<file path="src/design/sisl_consts.svh">
`ifndef SISL_CONSTS_SVH
`define SISL_CONSTS_SVH

// register offsets in the 15-bit space
`define SISL_ADDR_FAMILY     15'h0003
`define SISL_ADDR_PART_LO    15'h0004
`define SISL_ADDR_PART_HI    15'h0005
`define SISL_ADDR_GRADE      15'h0006
`define SISL_ADDR_SCRATCH    15'h000a
`define SISL_ADDR_IF_REV     15'h000b
`define SISL_ADDR_MAKER_LO   15'h000c
`define SISL_ADDR_MAKER_HI   15'h000d
`define SISL_ADDR_WRAP_CNT   15'h000e
`define SISL_ADDR_XFER_CTRL  15'h000f

// reset values
`define SISL_RST_SCRATCH     8'h00
`define SISL_RST_WRAP_CNT    8'h00
`define SISL_RST_RETAIN      1'b0

// field positions
`define SISL_RETAIN_BIT      2
`define SISL_INSTR_RD_BIT    15

// framing counts
`define SISL_INSTR_LAST      4'hf
`define SISL_BYTE_LAST       4'h7
`define SISL_ADDR_STEP       15'h0001
`define SISL_COUNT_STEP      8'h01

`endif

</file>
<file path="src/design/sisl_pkg.sv">
package sisl_pkg;

  // serial frame phases, one-hot
  typedef enum logic [3:0] {
    SISL_IDLE  = 4'b0001,
    SISL_INSTR = 4'b0010,
    SISL_DATA  = 4'b0100,
    SISL_DONE  = 4'b1000
  } sisl_state_t;

endpackage

</file>
<file path="src/design/sisl_regs.sv">
`timescale 1ns/1ps
`include "sisl_consts.svh"

// Summary of operation
// RQ1: The family register shows a fixed 4-bit family code in bits 3 to 0 and reads zero in bits 7 to 4.
// RQ2: The 16-bit part code reads low byte at the lower address and high byte at the next one.
// RQ3: The grade register shows the performance grade in its upper nibble.
// RQ4: The grade register shows the hardware revision in its lower nibble.
// RQ5: The scratch byte stores whatever is written and returns it, affecting nothing else.
// RQ6: The interface revision reads a 2-bit type in bits 7 to 6 and a 6-bit version in bits 5 to 0.
// RQ7: The 16-bit maker code reads low byte at the lower address and high byte at the next one.
// RQ8: A nonzero wrap count sends the streaming address back to the start address after that many bytes.
// RQ9: A zero wrap count disables loop-back and the address wraps at the ends of the address space.
// RQ10: A written wrap count serves only the next instruction and clears itself when that instruction ends.
// RQ11: With the retain bit set the wrap count is not cleared on the chip-select rising edge.
// RQ12: The controller is expected to leave the wrap count at zero and not depend on loop-back.
// RQ13: The controller writes zeros to the reserved bits of the transfer control register.
// RQ14: Streaming steps the address by one per byte, up when walk direction is 1 and down when 0.
// RQ15: One-shot instruction mode allows only one data byte per instruction, otherwise streaming.
// RQ16: Writes to the identification and revision registers change nothing.
module sisl_regs #(
  parameter logic [3:0]  FAMILY_CODE  = 4'h9,     // arbitrary value
  parameter logic [15:0] PART_CODE    = 16'h5a3c, // arbitrary value
  parameter logic [3:0]  GRADE        = 4'h5,     // arbitrary value
  parameter logic [3:0]  HW_REVISION  = 4'h6,     // arbitrary value
  parameter logic [1:0]  IF_TYPE      = 2'h1,     // arbitrary value
  parameter logic [5:0]  IF_VERSION   = 6'h2a,    // arbitrary value
  parameter logic [15:0] MAKER_CODE   = 16'hbe71  // arbitrary value
) (
  input  wire logic clk_sys,
  input  wire logic rstn,
  input  wire logic ce,
  input  wire logic cs_n,
  input  wire logic sclk,
  input  wire logic sdi,
  input  wire logic walk_direction,
  input  wire logic one_shot_instruction,
  output logic      sdo,
  output logic      sdo_oe_n
);
  import sisl_pkg::*;

  //////////////////////////////////////////////////////////////////////////////
  // state
  sisl_state_t state,        next_state;
  logic        sclk_q,       next_sclk_q;
  logic        cs_q,         next_cs_q;
  logic [3:0]  bit_cnt,      next_bit_cnt;
  logic [15:0] rx_sr,        next_rx_sr;
  logic        is_read,      next_is_read;
  logic [14:0] cur_addr,     next_cur_addr;
  logic [14:0] start_addr,   next_start_addr;
  logic [7:0]  byte_cnt,     next_byte_cnt;
  logic [7:0]  loop_len,     next_loop_len;
  logic [7:0]  scratch,      next_scratch;
  logic [7:0]  wrap_count,   next_wrap_count;
  logic        retain,       next_retain;
  logic        wrap_written, next_wrap_written;
  logic        load_pending, next_load_pending;
  logic [7:0]  tx_sr,        next_tx_sr;
  logic        next_sdo;
  logic        next_sdo_oe_n;

  // edge strobes from the sampled pins
  logic        sclk_rise;
  logic        sclk_fall;
  logic        cs_rise;
  logic        cs_fall;
  logic [15:0] instr_word;
  logic [7:0]  data_byte;
  logic [7:0]  rd_byte;
  logic [14:0] stepped_addr;
  logic        wr_byte;

  // register images, one byte per mapped location
  logic [7:0]  family_byte;
  logic [7:0]  part_lo_byte;
  logic [7:0]  part_hi_byte;
  logic [7:0]  grade_byte;
  logic [7:0]  if_rev_byte;
  logic [7:0]  maker_lo_byte;
  logic [7:0]  maker_hi_byte;
  logic [7:0]  xfer_byte;

  //////////////////////////////////////////////////////////////////////////////
  // pin edges; pins are synchronous so one history flop is enough
  // serial edges count only inside a frame, so clocks on a shared bus while
  // select is high never disturb the engine
  assign sclk_rise  = sclk & ~sclk_q & ~cs_n;
  assign sclk_fall  = ~sclk & sclk_q & ~cs_n;
  assign cs_rise    = cs_n & ~cs_q;
  assign cs_fall    = ~cs_n & cs_q;
  assign instr_word = {rx_sr[14:0], sdi};
  assign data_byte  = {rx_sr[6:0], sdi};

  // next address in the walk, wraps at both ends of the space
  // the 15-bit adder wraps on its own, so no limit compare is needed
  assign stepped_addr = walk_direction ? (cur_addr + `SISL_ADDR_STEP) : (cur_addr - `SISL_ADDR_STEP); // RQ14 RQ9

  // a completed write byte; select edges win over serial edges in the engine
  // reads never write, so a streamed read cannot disturb the scratch byte
  assign wr_byte = (state == SISL_DATA) && sclk_rise && (bit_cnt == `SISL_BYTE_LAST) && !is_read && !cs_fall;

  //////////////////////////////////////////////////////////////////////////////
  // fixed identity images; tied to parameters so no write path can reach them
  // images are plain wires; they cost no flip-flops
  assign family_byte   = {4'h0, FAMILY_CODE};     // RQ1
  assign part_lo_byte  = PART_CODE[7:0];          // RQ2
  assign part_hi_byte  = PART_CODE[15:8];         // RQ2
  assign grade_byte    = {GRADE, HW_REVISION};    // RQ3 RQ4
  assign if_rev_byte   = {IF_TYPE, IF_VERSION};   // RQ6
  assign maker_lo_byte = MAKER_CODE[7:0];         // RQ7
  assign maker_hi_byte = MAKER_CODE[15:8];        // RQ7
  // reserved bits of the transfer control read back zero whatever was written
  assign xfer_byte     = {5'h00, retain, 2'h0};

  //////////////////////////////////////////////////////////////////////////////
  // read mux; unmapped addresses read zero
  // the mux follows the live address, so a streamed read picks up each byte as
  // the walk reaches it; nothing is prefetched ahead of the fall that loads it
  always_comb begin
    case (cur_addr)
      `SISL_ADDR_FAMILY:    rd_byte = family_byte;   // RQ1
      `SISL_ADDR_PART_LO:   rd_byte = part_lo_byte;  // RQ2
      `SISL_ADDR_PART_HI:   rd_byte = part_hi_byte;  // RQ2
      `SISL_ADDR_GRADE:     rd_byte = grade_byte;    // RQ3 RQ4
      `SISL_ADDR_SCRATCH:   rd_byte = scratch;       // RQ5
      `SISL_ADDR_IF_REV:    rd_byte = if_rev_byte;   // RQ6
      `SISL_ADDR_MAKER_LO:  rd_byte = maker_lo_byte; // RQ7
      `SISL_ADDR_MAKER_HI:  rd_byte = maker_hi_byte; // RQ7
      `SISL_ADDR_WRAP_CNT:  rd_byte = wrap_count;
      `SISL_ADDR_XFER_CTRL: rd_byte = xfer_byte;
      default:              rd_byte = 8'h00;
    endcase
  end

  //////////////////////////////////////////////////////////////////////////////
  // next values for the frame engine
  // frame layout: select falls, sixteen instruction bits (read flag, then a
  // 15-bit address, msb first), then data bytes msb first until select rises.
  // a partial byte at the select rise is dropped without touching any register.
  // one-shot mode parks the engine in its done state; extra clocks only shift
  // zeros out, so a controller that over-clocks reads back zero bytes.
  // serial edges are seen one system clock late, so each serial level must last
  // at least one system clock; faster serial clocks lose bits without warning.
  always_comb begin
    next_state        = state;
    next_bit_cnt      = bit_cnt;
    next_rx_sr        = rx_sr;
    next_is_read      = is_read;
    next_cur_addr     = cur_addr;
    next_start_addr   = start_addr;
    next_byte_cnt     = byte_cnt;
    next_loop_len     = loop_len;
    next_load_pending = load_pending;
    next_tx_sr        = tx_sr;
    next_sdo          = sdo;
    next_sdo_oe_n     = sdo_oe_n;

    if (cs_rise) begin
      // end of instruction; the data line is let go at once
      next_state        = SISL_IDLE;
      next_sdo_oe_n     = 1'b1;
      next_sdo          = 1'b0;
      next_load_pending = 1'b0;
    end else if (cs_fall) begin
      next_state        = SISL_INSTR;
      next_bit_cnt      = 4'h0;
      next_load_pending = 1'b0;
    end else begin
      case (state)
        SISL_INSTR: begin
          // the instruction word is complete on its sixteenth rise
          if (sclk_rise) begin
            next_rx_sr   = instr_word;
            next_bit_cnt = bit_cnt + 4'h1;
            if (bit_cnt == `SISL_INSTR_LAST) begin
              next_state        = SISL_DATA;
              next_bit_cnt      = 4'h0;
              next_is_read      = instr_word[`SISL_INSTR_RD_BIT];
              next_cur_addr     = instr_word[14:0];
              next_start_addr   = instr_word[14:0];
              next_byte_cnt     = 8'h00;
              next_loop_len     = wrap_count; // RQ10
              next_load_pending = instr_word[`SISL_INSTR_RD_BIT];
            end
          end
        end
        SISL_DATA: begin
          if (sclk_rise) begin
            next_rx_sr   = {8'h00, data_byte};
            next_bit_cnt = bit_cnt + 4'h1;
            if (bit_cnt == `SISL_BYTE_LAST) begin
              next_bit_cnt = 4'h0;
              // the write itself lands in the configuration group through wr_byte
              if (one_shot_instruction) begin
                next_state = SISL_DONE; // RQ15
              end else begin
                next_load_pending = is_read;
                next_byte_cnt     = byte_cnt + `SISL_COUNT_STEP;
                next_cur_addr     = stepped_addr; // RQ14
                if ((loop_len != 8'h00) && (next_byte_cnt == loop_len)) begin
                  next_cur_addr = start_addr; // RQ8
                  next_byte_cnt = 8'h00;
                end
              end
            end
          end
          if (sclk_fall) begin
            // shift on the falling edge so the controller samples on the rising one
            // the first fall after the instruction loads the addressed byte
            if (load_pending) begin
              next_sdo          = rd_byte[7];
              next_tx_sr        = {rd_byte[6:0], 1'b0};
              next_sdo_oe_n     = 1'b0;
              next_load_pending = 1'b0;
            end else begin
              next_sdo   = tx_sr[7];
              next_tx_sr = {tx_sr[6:0], 1'b0};
            end
          end
        end
        SISL_DONE: begin
          // further rises in a one-shot frame are ignored; falls only shift zeros out
          if (sclk_fall) begin
            next_sdo   = tx_sr[7];
            next_tx_sr = {tx_sr[6:0], 1'b0};
          end
        end
        SISL_IDLE: begin
          // output stays released between frames; the data line may be shared
          next_sdo_oe_n = 1'b1;
        end
        default: begin
          next_state = SISL_IDLE;
        end
      endcase
    end
  end

  //////////////////////////////////////////////////////////////////////////////
  // frame engine registers, frozen while ce is low
  always_ff @(posedge clk_sys or negedge rstn) begin
    if (!rstn) begin
      state        <= SISL_IDLE;
      bit_cnt      <= 4'h0;
      rx_sr        <= 16'h0000;
      is_read      <= 1'b0;
      cur_addr     <= 15'h0000;
      start_addr   <= 15'h0000;
      byte_cnt     <= 8'h00;
      loop_len     <= 8'h00;
      load_pending <= 1'b0;
      tx_sr        <= 8'h00;
      sdo          <= 1'b0;
      sdo_oe_n     <= 1'b1;
    end else if (ce) begin
      state        <= next_state;
      bit_cnt      <= next_bit_cnt;
      rx_sr        <= next_rx_sr;
      is_read      <= next_is_read;
      cur_addr     <= next_cur_addr;
      start_addr   <= next_start_addr;
      byte_cnt     <= next_byte_cnt;
      loop_len     <= next_loop_len;
      load_pending <= next_load_pending;
      tx_sr        <= next_tx_sr;
      sdo          <= next_sdo;
      sdo_oe_n     <= next_sdo_oe_n;
    end
  end

  //////////////////////////////////////////////////////////////////////////////
  // pin history; frozen with ce too, so a stalled engine never fakes an edge
  always_comb begin
    next_sclk_q = sclk;
    next_cs_q   = cs_n;
  end

  always_ff @(posedge clk_sys or negedge rstn) begin
    if (!rstn) begin
      sclk_q <= 1'b0;
      // deasserted history, so a select already low at release starts a frame
      cs_q   <= 1'b1;
    end else if (ce) begin
      sclk_q <= next_sclk_q;
      cs_q   <= next_cs_q;
    end
  end

  //////////////////////////////////////////////////////////////////////////////
  // configuration registers; a count written inside a frame survives its end
  // the write decode lives here so the frame engine only walks addresses;
  // a write lands one system clock after the eighth serial rise of its byte
  always_comb begin
    next_scratch      = scratch;
    next_wrap_count   = wrap_count;
    next_retain       = retain;
    next_wrap_written = wrap_written;
    if (cs_rise) begin
      // the retain bit trades the automatic clear for a count kept across frames
      if (!retain && !wrap_written) begin // RQ11
        next_wrap_count = `SISL_RST_WRAP_CNT; // RQ10
      end
    end else if (cs_fall) begin
      next_wrap_written = 1'b0;
    end else if (wr_byte) begin
      // only the writable locations are decoded; identity bytes ignore writes
      case (cur_addr)
        `SISL_ADDR_SCRATCH: begin
          next_scratch = data_byte; // RQ5
        end
        `SISL_ADDR_WRAP_CNT: begin
          next_wrap_count   = data_byte;
          next_wrap_written = 1'b1;
        end
        `SISL_ADDR_XFER_CTRL: begin
          next_retain = data_byte[`SISL_RETAIN_BIT];
        end
        default: begin
          next_scratch = scratch; // RQ16
        end
      endcase
    end
  end

  always_ff @(posedge clk_sys or negedge rstn) begin
    if (!rstn) begin
      scratch      <= `SISL_RST_SCRATCH;
      wrap_count   <= `SISL_RST_WRAP_CNT;
      retain       <= `SISL_RST_RETAIN;
      wrap_written <= 1'b0;
    end else if (ce) begin
      scratch      <= next_scratch;
      wrap_count   <= next_wrap_count;
      retain       <= next_retain;
      wrap_written <= next_wrap_written;
    end
  end

endmodule

</file>
<file path="config.mk">
export PLATFORM = sky130hd
export DESIGN_NAME = sisl_regs
export DESIGN_NICKNAME = d
export VERILOG_FILES = /design/src/design/sisl_pkg.sv /design/src/design/sisl_regs.sv
export VERILOG_INCLUDE_DIRS = /design/src /design/src/design
export SDC_FILE = /design/constraint.sdc
export NUM_CORES = 1
export LEC_CHECK = 0
export BUFFER_PORTS_ARGS = -buffer_cell sky130_fd_sc_hd__buf_2
export CAP_MARGIN = 20
export CELL_PAD_IN_SITES_DETAIL_PLACEMENT = 1
export CELL_PAD_IN_SITES_GLOBAL_PLACEMENT = 2
export CORE_MARGIN = 3
export CORE_UTILIZATION = 35
export DETAILED_ROUTE_END_ITERATION = 8
export PLACE_DENSITY_LB_ADDON = 0.3
export SLEW_MARGIN = 20
export SYNTH_ARGS = -nofsm -noshare
export SYNTH_HDL_FRONTEND = slang
export SYNTH_SLANG_ARGS = --single-unit
</file>
<file path="constraint.sdc">
create_clock -name clk_sys -period 3.07 [get_ports clk_sys]
set_input_delay 0.307 -clock clk_sys [delete_from_list [all_inputs] [get_ports clk_sys]]
set_output_delay 0.307 -clock clk_sys [all_outputs]
set_load 0.01 [all_outputs]
</file>
==> impl_results.md <==
- Cts hold-fix bufs: 1
- Post-CTS setup repair buffer count: 0
- # IOs: 10
- Worst clock skew: 0.006123 ns
- Post-CTS sizing: 0
- Yosys top cell area share: 41.70%
- Achievable clock frequency: 376.7 MHz
- Clock slew at reported path FFs: 0.07 ns
- Post-synth EDFFs: 0
- Fin crit share: 86.47%
- Maximum VDD drop: 218.8 uV
- Wire length per cell: approximately 19 um
- Multi-input logic area: 0.003112 sq mm
- Slowest Stage Delay on Critical Path: 0.49 ns
- Yosys cell types: 64
- RSZ-0062 raised after global routing: false
- DRT iter0 DRCs: about 320
- Final #Nets: 648
- Arrival @ worst endpoint: 2.88 ns
- Sw Pwr: 717.2 uW
- Post-Syn Area: 0.005821 sq mm
- Outcome: finished clean
- Port Buffers: 9
- Max-cap violations: 0
- DR DRC count: 0
- Layout area overhead: 11.22%
- Part of the power in registers: between 40% and 50%
- First drt pass iteration count: 4
- Lkg Pwr: 2.830 nW
- CP endpoint kind: register
- YS warnings: 0
- Setup TNS: 0 ns
- Vias in the first global route: 5061
- Final setup viols: 0
- Clock sink count: 100
- CORE AREA: around 0.016 sq mm
- Logic pwr share: 9.1%
- Die height: 135.0 um
- CTS Root Cell: clkbuf_16
- Slew Limit Headroom: 56.81%
- CTS tree: done
- Initial antenna violation count: 0
- Wirelength, routed: 16020 um
- WS Path Type: reg2reg
- Via count: 4736
- Worst skew pair latency: ~0.36 ns
- FF-to-FF setup slack: 0.42 ns
- Syn nets: 642
- Gpl congestion: 0.8300
- Chip width: about 130 um
- Final Power: 2.845 mW
- Final Core Density: 40.31%
- Tot GR Track Use: 18.55%
- Synth Instances: 616
- Power density cells: 439.4 mW/mm^2
- # rows: 46
- Largest cells by area after synthesis: dfrtp_1 (42%), mux2_2 (8.7%), o21ai_0 (4.5%)
- Max-slew violation total from the final report: 0
- Hpwl dp: ~11000 um
- Fillers: ~1800
- Global-route wire length before repair: 26700 um
- Post-synthesis sequential area ratio: 43.06%
- Max clock buf depth: 2
- Area leader, netlist: dfrtp_1
- ANT nets after route: 0
- Die area: 0.01821 sq mm
- Vias per Instance: 5.618
- Max H-tree Level: 3
- HP Class: in2reg
- Internal power: approximately 2.1 mW
- Worst-path fanout max: 36
- Number of diodes: 0
- Grt ovf: 0
- Clk pwr share: 41.6%
- Startpoint Class: register
- Initial Util: 36.25%
- Minimum clock period: 2.655 ns
- Critical Path RT: 3.30 ns
- Crit-path cells: and3_1 > nand4_2 > or3_4 > a2111oi_4 > buf_12 > nor2_1 > nand2_1 > o21ai_0
- Number of synthesized register bits: 100
- Main synth FF type: dfrtp_1
- Largest net degree at the start of global routing: 55
- Worst-Margin Slew: approximately 0.65 ns
- Async set or reset register ratio after synthesis: 100.0%
- Final hold slack: 0.2132 ns
- Clock buffer count from CTS: 9
- Slowest CP cell: dfrtp_1
- Reg area: 0.002506 sq mm
- Hold Fails Final Rpt: 0
- CP delay by family, top: simple AND/OR/NAND/NOR gates
- Sw Share: 25.21%
- Buffers & Inverters on Critical Path: 1
- Syn Area/Cell: 9.449 sq um
- Share of layout cells above drive strength 1: 16.11%
==> Yosys cell counts (5+ instances only) <==
cell type and n:
a21o_1 7, a21oi_1 35, a22o_1 9, a22oi_1 8
a31oi_1 15, and2_1 5, and3_1 7, buf_2 7
clkbuf_1 23, dfrtp_1 97, ha_1 17, inv_1 14
mux2_2 45, nand2_1 64, nand2b_1 6, nand3_1 19
nand4_1 5, nor2_1 42, nor2b_1 9, nor3_1 14
o21ai_0 52, o21ai_1 7, o21bai_1 5, o22ai_1 5
o31ai_1 11, xnor2_1 11, xor2_1 11
==> final cells by class <==
type                            count  area share (%)
Multi-Input combinational cell    467           48.07
Sequential cell                   100           38.71
Tap cell                          216           4.175
Clock buffer                       12           3.962
Timing Repair Buffer               29           3.479
Inverter                           15          0.8697
Clock inverter                      4          0.7344
==> flip-flops by register name, indices dropped and copies added (netlist names), 4 cells and up <==
| name | flops |
|---|---|
| byte_cnt | 8 |
| wrap_count | 8 |
| tx_sr | 7 |
| bit_cnt | 4 |
| cur_addr | 15 |
| loop_len | 8 |
| rx_sr | 15 |
| scratch | 8 |
| start_addr | 15 |
| state | 4 |
==> kinds of logic after synthesis <==
kind of cell,after synthesis,share of synthesized area [%]
muxes,49,9.394
xor gates and xnor gates,22,3.310
AOI/OAI and AO/OA,180,19.69
adders and majority gates,18,3.998
and+or+nand+nor,198,16.98
buffers and inverters,49,3.568
DFF,100,43.06
==> through the flow <==
step / std cells / setup WS [ns] / area, sq um
finish: 843 / 0.4155 / 6474
global route: 843 / 0.2279 / 6474
CTS: 843 / 0.4437 / 6474
detailed placement: 826 / 0.3446 / 6160
global placement: 826 / 0.4128 / 6160
floorplan: 616 / 0.6987 / 5821
==> layer usage <==
| layer | up-vias | global-route usage, % | part of all wire, % |
|---|---|---|---|
| met1 | 2382 | 26.32 | 49 |
| met5 | - | 0 | 0 |
| li1 | 2260 | - | - |
| met2 | 79 | 29.16 | 46 |
| met4 | 0 | 5.095 | 1.3 |
| met3 | 15 | 3.502 | 3.9 |
==> power groups by stage <==
stage          Sequential [mW]  Combinational (mW)  Clock (mW)
4_1_cts                   1.40               0.264        1.23
2_1_floorplan             1.39               0.193           0
3_3_place_gp              1.42               0.256           0
5_1_grt                   1.41               0.290        1.27
3_5_place_dp              1.43               0.262           0
6_report                  1.40               0.259        1.18
==> cells in the final DEF, fill, tap and decap left out, types with 7 or more instances in the layout <==
cell type / instances
a21o_1: 7
a22o_1: 9
clkbuf_16: 9
inv_1: 14
xor2_1: 11
dfrtp_1: 97
nor2b_1: 9
a22oi_1: 8
and3_1: 7
a31oi_1: 15
ha_1: 17
buf_4: 18
buf_2: 8
nor3_1: 13
nand2_1: 64
a21oi_1: 35
o31ai_1: 11
xnor2_1: 11
nand3_1: 19
o21ai_1: 7
nor2_1: 42
mux2_2: 45
o21ai_0: 52
==> worst paths after layout <==
path                                   from        endpoint  cells after the start
worst min-delay path                   sclk          sclk_q                      2
max in group asynchronous              rstn  start_addr[12]                      3
worst max register to register  byte_cnt[2]     byte_cnt[0]                      8
worst max-delay path            byte_cnt[2]     byte_cnt[0]                      8
min in group asynchronous              rstn        state[2]                      2
worst min register to register     sdo_oe_n        sdo_oe_n                      2
Note: power is estimated with default switching activity, not from simulation.
